<file path="src/common/ltl_consts.vh">
`ifndef LTL_CONSTS_VH
`define LTL_CONSTS_VH
`define LTL_ADDR_MISC 12'h450
`define LTL_ADDR_ERR 12'h454
`define LTL_ADDR_NAK 12'h458
`define LTL_ADDR_CTRL 12'h45C
`define LTL_ADDR_TXDBG 12'h460
`define LTL_ADDR_RXDBG 12'h464
`define LTL_ADDR_MTXDBG 12'h468
`define LTL_ADDR_MRXDBG 12'h46C
`define LTL_ADDR_LADBG 12'h470
`define LTL_ADDR_TLA 12'h4C0
`define LTL_ADDR_TLB 12'h4C4
`define LTL_RST_MISC 32'h0000_078D
`define LTL_RST_ERR_HI 13'h03E3
`define LTL_RST_RX_ACK 3'h3
`define LTL_RST_TX_ACK 3'h0
`define LTL_RST_CTRL 32'h0CCC_2C81
`define LTL_RST_TXDBG 32'h0000_0070
`define LTL_RST_RXDBG 32'h0000_0000
`define LTL_RST_MRXDBG 32'h0000_0000
`define LTL_RST_MTXDBG 32'h0098_0029
`define LTL_RST_LADBG 32'h0000_00CB
`define LTL_RST_TLA 14'h0001
`define LTL_RST_TLB 5'h08
`define LTL_PM_ACK_MAX 3'h6
`define LTL_MISC_WMASK 32'h0000_07FF
`define LTL_CTRL_WMASK 32'h7FFF_FFFD
`define LTL_TLA_WMASK 14'h0701
`define LTL_TLB_WMASK 5'h1F
`endif

</file>
<file path="src/verilog/ltl_link_txn_regs.v">
// Summary of operation
// Bits 0..2 report nullified TLP, TLP length mismatch, bad sequence number.
// Bit 3 reports retry buffer full.
// Bits 4 and 5 report correctable and uncorrectable ECC errors.
// Bits 6..9 report replay timeout, link packet CRC, TLP CRC, nullified CRC.
// Writable receive PM ack count bits 14:12, range 0..6, reset 3.
// Writable transmit PM ack count bits 18:16, range 0..6, reset 0.
// Receiver NAK sequence in bits 11:0, receiver NAK flag in bit 15.
// Transmitter NAK sequence in bits 27:16, transmitter NAK flag in bit 31.
// Nullified packets generated only while control bit 0 set; resets to 1.
// Link layer reset bit 1 cleared by writing one, resets to 0.
// Arbitration mode bit 4 chooses sticky round robin or credit-qualified moves.
// Receive threshold bits 7:4, writable, resets to 8.
// De-skew ranges Gen1 19:16, Gen2 23:20, Gen3 27:24, each reset 0xC.
// FTS skew Gen1 bits 12:10 reset 3, Gen2 bits 15:13 reset 1.
// Port bifurcation enabled only while bit 29 set; resets to 0.
// Read-only x16 back-to-back count in bits 31:28, cleared by miscellaneous bit 2.
// Gen1/2 de-skew reset count bits 10:8, writable, resets to 7.
// Gen3 idle qualifies data validity while bit 7 set; resets to 1.
// VGA decode enabled when bit 0 is 1; resets to 1.
// Read-only bits 1 and 2 hide MSI and power capabilities; reset 0.
// Read-only bit 5 disables memory sharing switch-wide, only from port 0.
// Cut-through threshold bits 2:1: middle, or one to three cycles earlier.
`timescale 1ns/1ps
`include "ltl_consts.vh"
module ltl_link_txn_regs #(
	parameter IS_PORT0 = 1'b1
) (
	input wire ref_clk_in,
	input wire reset_in,
	input wire [11:0] addr_in,
	input wire [31:0] wdata_in,
	input wire wr_in,
	input wire rd_in,
	output reg [31:0] rdata_out,
	input wire [9:0] err_event_in,
	input wire rx_nak_in,
	input wire [11:0] rx_nak_seq_in,
	input wire tx_nak_in,
	input wire [11:0] tx_nak_seq_in,
	input wire x16_b2b_tlp_in,
	input wire dll_reset_req_in,
	input wire [1:0] cap_dis_strap_in,
	input wire mem_share_dis_strap_in,
	input wire arb_credit_ok_in,
	input wire arb_req_pending_in,
	output wire arb_move_out,
	output reg nullify_enable_out,
	output reg dll_reset_out,
	output reg bifurcate_enable_out,
	output reg g3_idle_qualify_enable_out,
	output reg vga_decode_out,
	output reg msi_cap_hide_out,
	output reg pwr_cap_hide_out,
	output reg mem_share_dis_out,
	output reg [1:0] ct_early_cycles_out,
	output reg [3:0] rx_threshold_out,
	output reg [2:0] rx_pm_ack_out,
	output reg [2:0] tx_pm_ack_out,
	output reg [3:0] deskew_g1_out,
	output reg [3:0] deskew_g2_out,
	output reg [3:0] deskew_g3_out,
	output reg [2:0] fts_g1_out,
	output reg [2:0] fts_g2_out,
	output reg [2:0] deskew_rst_cnt_out
);

	reg [31:0] misc_q;
	reg [3:0] b2b_cnt_q;
	reg [9:0] err_q;
	reg [2:0] rx_ack_q;
	reg [2:0] tx_ack_q;
	reg [11:0] rx_seq_q;
	reg [11:0] tx_seq_q;
	reg rx_nak_q;
	reg tx_nak_q;
	reg [31:0] ctrl_q;
	reg [31:0] ladbg_q;
	reg [13:0] tla_q;
	reg [4:0] tlb_q;
	reg [31:0] rdata_d;
	wire wr_misc;
	wire wr_err;
	wire wr_ctrl;
	wire wr_tla;
	wire wr_tlb;
	wire wr_ladbg;
	reg dll_rst_q;
	wire [2:0] strap_raw;
	wire [2:0] strap_sync;
	wire [9:0] err_d;
	wire rx_ack_ok;
	wire tx_ack_ok;
	wire [31:0] rd_misc;
	wire [31:0] rd_err;
	wire [31:0] rd_nak;
	wire [31:0] rd_ctrl;
	wire [31:0] rd_tla;
	wire [31:0] rd_tlb;
	genvar gi;

	assign wr_misc = wr_in && (addr_in == `LTL_ADDR_MISC);
	assign wr_err = wr_in && (addr_in == `LTL_ADDR_ERR);
	assign wr_ctrl = wr_in && (addr_in == `LTL_ADDR_CTRL);
	assign wr_tla = wr_in && (addr_in == `LTL_ADDR_TLA);
	assign wr_tlb = wr_in && (addr_in == `LTL_ADDR_TLB);
	assign wr_ladbg = wr_in && (addr_in == `LTL_ADDR_LADBG);

	// Sticky mode stays while a request waits; otherwise move only with enough credit.
	assign arb_move_out = tlb_q[4] ? !arb_req_pending_in : arb_credit_ok_in;

	// Straps come from pins; each passes four flip-flops before it is used.
	assign strap_raw = {mem_share_dis_strap_in, cap_dis_strap_in};

	generate
		for (gi = 0; gi < 3; gi = gi + 1) begin : g_strap
			reg s1_q;
			reg s2_q;
			reg s3_q;
			reg hold_q;
			always @(posedge ref_clk_in) begin
				if (reset_in) begin
					s1_q <= 1'b0;
					s2_q <= 1'b0;
					s3_q <= 1'b0;
					hold_q <= 1'b0;
				end else begin
					s1_q <= strap_raw[gi];
					s2_q <= s1_q;
					s3_q <= s2_q;
					// A new level counts only once the last two stages agree.
					if (s2_q == s3_q) begin
						hold_q <= s3_q;
					end
				end
			end
			assign strap_sync[gi] = hold_q;
		end
	endgenerate

	// Each event pulse sets its own flag; the flags hold until reset.
	generate
		for (gi = 0; gi < 10; gi = gi + 1) begin : g_err
			assign err_d[gi] = err_q[gi] | err_event_in[gi];
		end
	endgenerate

	// Count values above the valid range leave the field as it was.
	assign rx_ack_ok = wdata_in[14:12] <= `LTL_PM_ACK_MAX;
	assign tx_ack_ok = wdata_in[18:16] <= `LTL_PM_ACK_MAX;

	// Read words of the registers that mix fields from several places.
	assign rd_misc = {b2b_cnt_q, misc_q[27:0]};
	assign rd_err = {`LTL_RST_ERR_HI, tx_ack_q, 1'b1, rx_ack_q, 2'b00, err_q};
	assign rd_nak = {tx_nak_q, 3'h0, tx_seq_q, rx_nak_q, 3'h0, rx_seq_q};
	assign rd_ctrl = {ctrl_q[31:2], dll_rst_q, ctrl_q[0]};
	assign rd_tla = {18'h00000, tla_q};
	assign rd_tlb = {27'h0000000, tlb_q};

	// Miscellaneous link control.
	always @(posedge ref_clk_in) begin
		if (reset_in) begin
			misc_q <= `LTL_RST_MISC;
		end else if (wr_misc) begin
			misc_q <= wdata_in & `LTL_MISC_WMASK;
		end
	end

	// The back-to-back counter saturates so that a long burst never wraps to zero.
	always @(posedge ref_clk_in) begin
		if (reset_in) begin
			b2b_cnt_q <= 4'h0;
		end else if (misc_q[2]) begin
			b2b_cnt_q <= 4'h0;
		end else if (x16_b2b_tlp_in && b2b_cnt_q != 4'hF) begin
			b2b_cnt_q <= b2b_cnt_q + 4'h1;
		end
	end

	// Event flags are sticky until reset; software cannot clear read-only flags.
	always @(posedge ref_clk_in) begin
		if (reset_in) begin
			err_q <= 10'h000;
			rx_ack_q <= `LTL_RST_RX_ACK;
			tx_ack_q <= `LTL_RST_TX_ACK;
		end else begin
			err_q <= err_d;
			if (wr_err && rx_ack_ok) begin
				rx_ack_q <= wdata_in[14:12];
			end
			if (wr_err && tx_ack_ok) begin
				tx_ack_q <= wdata_in[18:16];
			end
		end
	end

	// Receiver NAK record: the latest sequence number and a sticky flag.
	always @(posedge ref_clk_in) begin
		if (reset_in) begin
			rx_seq_q <= 12'h000;
			rx_nak_q <= 1'b0;
		end else if (rx_nak_in) begin
			rx_seq_q <= rx_nak_seq_in;
			rx_nak_q <= 1'b1;
		end
	end

	// Transmitter NAK record: the latest sequence number and a sticky flag.
	always @(posedge ref_clk_in) begin
		if (reset_in) begin
			tx_seq_q <= 12'h000;
			tx_nak_q <= 1'b0;
		end else if (tx_nak_in) begin
			tx_seq_q <= tx_nak_seq_in;
			tx_nak_q <= 1'b1;
		end
	end

	// Link layer control; the write mask keeps read-only bits and bit 1 out of it.
	always @(posedge ref_clk_in) begin
		if (reset_in) begin
			ctrl_q <= `LTL_RST_CTRL;
		end else if (wr_ctrl) begin
			ctrl_q <= (wdata_in & `LTL_CTRL_WMASK) | (ctrl_q & ~`LTL_CTRL_WMASK);
		end
	end

	// The reset request wins over a write-one clear in the same cycle.
	always @(posedge ref_clk_in) begin
		if (reset_in) begin
			dll_rst_q <= 1'b0;
		end else if (dll_reset_req_in) begin
			dll_rst_q <= 1'b1;
		end else if (wr_ctrl && wdata_in[1]) begin
			dll_rst_q <= 1'b0;
		end
	end

	always @(posedge ref_clk_in) begin
		if (reset_in) begin
			ladbg_q <= `LTL_RST_LADBG;
		end else if (wr_ladbg) begin
			ladbg_q <= wdata_in;
		end
	end

	// Read-only capability bits follow the synchronised straps after reset.
	always @(posedge ref_clk_in) begin
		if (reset_in) begin
			tla_q <= `LTL_RST_TLA;
		end else begin
			tla_q[2:1] <= strap_sync[1:0];
			tla_q[5] <= IS_PORT0 ? strap_sync[2] : 1'b0;
			if (wr_tla) begin
				tla_q[0] <= wdata_in[0];
				tla_q[10:8] <= wdata_in[10:8];
			end
		end
	end

	always @(posedge ref_clk_in) begin
		if (reset_in) begin
			tlb_q <= `LTL_RST_TLB;
		end else if (wr_tlb) begin
			tlb_q <= wdata_in[4:0] & `LTL_TLB_WMASK;
		end
	end

	// Link layer enables are registered copies of their bits.
	always @(posedge ref_clk_in) begin
		if (reset_in) begin
			nullify_enable_out <= 1'b0;
			dll_reset_out <= 1'b0;
			bifurcate_enable_out <= 1'b0;
			g3_idle_qualify_enable_out <= 1'b0;
		end else begin
			nullify_enable_out <= ctrl_q[0];
			dll_reset_out <= dll_rst_q;
			bifurcate_enable_out <= ctrl_q[29];
			g3_idle_qualify_enable_out <= misc_q[7];
		end
	end

	// Transaction layer settings are registered copies of their fields.
	always @(posedge ref_clk_in) begin
		if (reset_in) begin
			vga_decode_out <= 1'b0;
			msi_cap_hide_out <= 1'b0;
			pwr_cap_hide_out <= 1'b0;
			mem_share_dis_out <= 1'b0;
			ct_early_cycles_out <= 2'h0;
		end else begin
			vga_decode_out <= tla_q[0];
			msi_cap_hide_out <= tla_q[1];
			pwr_cap_hide_out <= tla_q[2];
			mem_share_dis_out <= tla_q[5];
			ct_early_cycles_out <= tlb_q[2:1];
		end
	end

	// Threshold and power management acknowledge counts.
	always @(posedge ref_clk_in) begin
		if (reset_in) begin
			rx_threshold_out <= 4'h0;
			rx_pm_ack_out <= 3'h0;
			tx_pm_ack_out <= 3'h0;
		end else begin
			rx_threshold_out <= ctrl_q[7:4];
			rx_pm_ack_out <= rx_ack_q;
			tx_pm_ack_out <= tx_ack_q;
		end
	end

	// De-skew ranges per generation and the de-skew reset count.
	always @(posedge ref_clk_in) begin
		if (reset_in) begin
			deskew_g1_out <= 4'h0;
			deskew_g2_out <= 4'h0;
			deskew_g3_out <= 4'h0;
			deskew_rst_cnt_out <= 3'h0;
		end else begin
			deskew_g1_out <= ctrl_q[19:16];
			deskew_g2_out <= ctrl_q[23:20];
			deskew_g3_out <= ctrl_q[27:24];
			deskew_rst_cnt_out <= misc_q[10:8];
		end
	end

	// Fast training sequence skew ranges.
	always @(posedge ref_clk_in) begin
		if (reset_in) begin
			fts_g1_out <= 3'h0;
			fts_g2_out <= 3'h0;
		end else begin
			fts_g1_out <= ctrl_q[12:10];
			fts_g2_out <= ctrl_q[15:13];
		end
	end

	always @* begin
		rdata_d = 32'h0000_0000;
		case (addr_in)
			`LTL_ADDR_MISC: rdata_d = rd_misc;
			`LTL_ADDR_ERR: rdata_d = rd_err;
			`LTL_ADDR_NAK: rdata_d = rd_nak;
			`LTL_ADDR_CTRL: rdata_d = rd_ctrl;
			`LTL_ADDR_TXDBG: rdata_d = `LTL_RST_TXDBG;
			`LTL_ADDR_RXDBG: rdata_d = `LTL_RST_RXDBG;
			`LTL_ADDR_MTXDBG: rdata_d = `LTL_RST_MTXDBG;
			`LTL_ADDR_MRXDBG: rdata_d = `LTL_RST_MRXDBG;
			`LTL_ADDR_LADBG: rdata_d = ladbg_q;
			`LTL_ADDR_TLA: rdata_d = rd_tla;
			`LTL_ADDR_TLB: rdata_d = rd_tlb;
			default: rdata_d = 32'h0000_0000;
		endcase
	end

	always @(posedge ref_clk_in) begin
		if (reset_in) begin
			rdata_out <= 32'h0000_0000;
		end else if (rd_in) begin
			rdata_out <= rdata_d;
		end else begin
			rdata_out <= 32'h0000_0000;
		end
	end

endmodule // ltl_link_txn_regs

</file>
<file path="config.mk">
export PLATFORM = sky130hd
export DESIGN_NAME = ltl_link_txn_regs
export DESIGN_NICKNAME = d
export VERILOG_FILES = /design/src/verilog/ltl_link_txn_regs.v
export VERILOG_INCLUDE_DIRS = /design/src /design/src/common
export SDC_FILE = /design/constraint.sdc
export NUM_CORES = 1
export LEC_CHECK = 0
export BUFFER_PORTS_ARGS = -buffer_cell sky130_fd_sc_hd__buf_2
export CORE_MARGIN = 2
export CORE_UTILIZATION = 25
export CTS_BUF_LIST = sky130_fd_sc_hd__clkbuf_4 sky130_fd_sc_hd__clkbuf_8
export CTS_CLUSTER_SIZE = 24
export DETAILED_ROUTE_END_ITERATION = 12
export GPL_ROUTABILITY_DRIVEN = 0
export MAX_ROUTING_LAYER = met4
export PLACE_DENSITY = 0.46
export SLEW_MARGIN = 25
export SYNTH_ARGS = -nofsm -noshare
export SYNTH_HDL_FRONTEND = slang
export SYNTH_SLANG_ARGS = --single-unit
</file>
<file path="constraint.sdc">
create_clock -name ref_clk_in -period 2.5 [get_ports ref_clk_in]
set_input_delay 0 -clock ref_clk_in [delete_from_list [all_inputs] [get_ports ref_clk_in]]
set_output_delay 0 -clock ref_clk_in [all_outputs]
set_load 0.02 [all_outputs]
</file>
==> qor.txt <==
Final min period: 2.353 ns
Final net count: 1308
Initial core utilization: 25.36%
Fmax achieved: 0.4250 GHz
Number of warnings issued by yosys: 0
Switching Share: 22.80%
Area share of and/or/nand/nor cells after synthesis: 24.19%
Number of synthesized flops with an enable pin: 0
Maximum resistive drop on vdd: 0.0002595 V
Die extent in y: 188.4 um
Fillcell total: 3491
Synthesized net count: 1037
Die Outline Area: 35510 um2
Routed wire length on met3: 1669 um
Number of resized instances in the post-cts repair step: 0
Total Wirelength: 29540 um
Leading cell type by number of instances after synthesis: sky130_fd_sc_hd__dfxtp_1
Seq/Total Area, Yosys: 51.08%
Count of final hold-check violations: 0
Vias after detailed routing: 7686
Post-Syn Area: 8504 um2
Final setup vio count: 0
Total negative setup slack: 0 ns
Global-route wire length before repair: 45150 um
Type of the setup path with the least slack: input port to flop
Post-Syn Area per Cell: 8.999 um2
Number of rows created at floorplan: 67
Iteration count of the initial detailed-routing pass: 5
Clock skew: 0.01734 ns
Wire length on met1: 14470 um
Top Family by Delay on Critical Path: buffers and inverters
Outcome: finished, final reports clean
Share of the synthesized area in the top cell type: 51.08%
Arrival time of data at the critical path endpoint: 2.77 ns
Top post-synthesis cells by area: sky130_fd_sc_hd__dfxtp_1 51%, sky130_fd_sc_hd__mux2i_1 6.6%, sky130_fd_sc_hd__a21oi_1 5.3%
CTS max path bufs: 3
Power Dens Cells: 666.8 nW/um2
Fraction of registers with async set/reset: 0%
Die width: 188.4 um
Ranking of synthesized cells by instance count: 217 x sky130_fd_sc_hd__dfxtp_1, 100 x sky130_fd_sc_hd__nor2_1, 93 x sky130_fd_sc_hd__nand2_1, 90 x sky130_fd_sc_hd__a21oi_1, 67 x sky130_fd_sc_hd__nor2b_1
Combinational family with the most area after synthesis: simple AND/OR/NAND/NOR gates
Core footprint: 33530 um2
Top layer reached by signal wires: met4
Slew at the pin closest to its max-slew limit: 0.7316 ns
DRC violation count after routing: 0
Cell variety after synth: 58
P_leak: 4.637 nW
Total design power: 7.873 mW
Maximum single-stage delay on the critical path: 0.66 ns
Critical path fanouts, max: 12
Number of nets with antenna violations after detailed routing: 0
H-tree Lvls: 2
CTS root buffer: sky130_fd_sc_hd__clkbuf_8
R2R setup slack: 1.12 ns
Fraction of the mapped netlist area in adder cells: 0.1471%
Maximum number of pins on one net before global-route repair: 121
Gate power share: 7.6%
Number of instances in the synthesized netlist: 945
Compound-gate portion of the synthesized area: 12.68%
Total track usage: 16.88%
CP Cell Sequence: dlygate4sd3_1 > buf_2 > or4b_4 > nor4_4 > buf_4 > nor2b_1 > a211o_1 > dlygate4sd3_1
Clock edge transition at the registers on the reported setup and hold paths: 0.06 ns
Worst path slowest cell: sky130_fd_sc_hd__or4b_4
Startpoint Class: input port
Worst slack, placed: 0.5475 ns
Worst-Skew Late Latency: 0.53 ns
Remaining Overflow, GRT: 0
Cell type with the largest total area after synthesis: sky130_fd_sc_hd__dfxtp_1
Via count normalized by instance count: 4.537
Met2 wire length: 12840 um
Headroom to the max-slew limit: 51.17%
Sink count of the clock tree: 217
Share of the clock period used by the worst path after layout: 94.11%
Clock tree from TritonCTS: built
Class of the tightest hold or removal check: input port to flop
Half-perimeter wire length after placement: 20310 um
Flip-flop and latch count after synthesis: 217
Number of buffers created by CTS: 40
Total of buffers placed on input and output ports: 164
Number of buffers inserted to repair setup after CTS: 0
CP dominant cell by count: sky130_fd_sc_hd__dlygate4sd3_1
Top_reg_cell synth: sky130_fd_sc_hd__dfxtp_1
Net switching power: 1.795 mW
Fraction of layout cells with a size suffix above 1: 22.95%
Required time at the worst-slack endpoint: 2.92 ns
Area Growth Syn to Fin: 38.84%
Share of synthesized area spent on multiplexers: 6.988%
Critical Path End Type: flop
Final Max Tran Viols: 0
Buf/Inv on CP: 4
Max-cap violations: 0
Number of global-route vias before repair: 7699
Antenna violations before repair: 4
Minimum setup slack in the final design: 0.1471 ns
Post-Synth XOR/XNOR Area: 0.3090%
Proportion of power drawn by the clock network: 47.2%
Drt first-iter violations: 540
Internal Dissipation: 6.078 mW
Number of ports placed on the die boundary: 165
RSZ-0062 raised after global routing: false
WL/cell: 17.44 um
Share of power burned in registers: 45.2%
==> worst min-delay path: cells and delay by family <==
family | cells | cell delay, ns
buf+inv | 1 | 0.19
compound gates | 2 | 0.23
simple gates | 1 | 0.08
==> power by group through the flow <==
stage,registers (mW),clock network (mW),logic (mW)
floorplan,3.64,0,0.231
global placement,3.63,0,0.452
detailed placement,3.63,0,0.453
CTS,3.56,3.82,0.598
global route,3.56,3.97,0.649
finish,3.56,3.72,0.599
==> placed cells by master (no fill, tap or decap), types with 6 or more instances in the layout <==
cell                            Yosys  layout
sky130_fd_sc_hd__a22oi_1           11      11
sky130_fd_sc_hd__nand3b_1          34      34
sky130_fd_sc_hd__clkbuf_4           0      16
sky130_fd_sc_hd__mux2i_1           56      56
sky130_fd_sc_hd__o21ai_0           41      41
sky130_fd_sc_hd__nor3_1            22      22
sky130_fd_sc_hd__nor2_1           100     100
sky130_fd_sc_hd__nand3_1           27      27
sky130_fd_sc_hd__inv_1             16      16
sky130_fd_sc_hd__nand2_1           93      93
sky130_fd_sc_hd__a211o_1            8       8
sky130_fd_sc_hd__a31oi_1            6       6
sky130_fd_sc_hd__clkbuf_8           0      48
sky130_fd_sc_hd__a21oi_1           90      90
sky130_fd_sc_hd__nor2b_1           67      67
sky130_fd_sc_hd__buf_2             13     163
sky130_fd_sc_hd__dlygate4sd3_1      0     106
sky130_fd_sc_hd__dfxtp_1          217     217
sky130_fd_sc_hd__nand2b_1           7       7
sky130_fd_sc_hd__buf_4              2      33
sky130_fd_sc_hd__a222oi_1           8       8
==> stage by stage <==
step | hold WS (ns) | instances | area, um2 | util (%)
floorplan | 0.1152 | 945 | 8504 | -
global placement | 0.2055 | 1516 | 9861 | 29.41
detailed placement | 0.2135 | 1516 | 9861 | 29.41
CTS | 0.004552 | 1690 | 11800 | 35.18
global route | 0.04241 | 1694 | 11810 | 35.21
finish | 0.03328 | 1694 | 11810 | 35.21
==> state kept, by name, summed over array words and instances, names as in the netlist, 5 cells and up <==
signal / cells
tla_q: 7
err_q: 10
misc_q: 11
tx_seq_q: 12
tlb_q: 5
ctrl_q: 30
rdata_out: 32
ladbg_q: 32
rx_seq_q: 12
==> path summary, 6_finish.rpt <==
check	from	endpoint	cells past startpoint
setup reg to reg	misc_q[9]	misc_q[9]	3
hold reg to reg	g_strap[2].s1_q	g_strap[2].s2_q	1
hold / removal	addr_in[3]	rdata_out[28]	4
setup / recovery	addr_in[1]	misc_q[9]	8
==> final cells by class <==
class / count / area [um2] / area share (%)
sequential: 217 / 4344 / 36.79
clock inverter: 4 / 95.09 / 0.8053
inverter: 16 / 60.06 / 0.5086
antenna: 4 / 10.01 / 0.08477
clock buffer: 64 / 780.7 / 6.612
timing repair buffer: 305 / 2176 / 18.43
tap: 448 / 560.5 / 4.747
multi-input combinational: 636 / 3781 / 32.02
==> what timing repair did <==
action	4_1_cts	5_1_grt
hold endpoints to repair	147	0
setup endpoints to repair	0	0
hold buffers	106	0
==> metal layers <==
layer	track usage, %	vias to the layer above
met3	2.980	47
met4	4.838	0
met2	25.44	227
li1	-	3793
met1	23.12	3619
met5	-	-
==> cells by family after synthesis <==
group	count (synthesis)
xor+xnor	3
simple gates	390
fa+ha+maj	1
buf+inv	92
mux	59
compound gates	183
flops	217
Note: power is estimated with default switching activity, not from simulation.
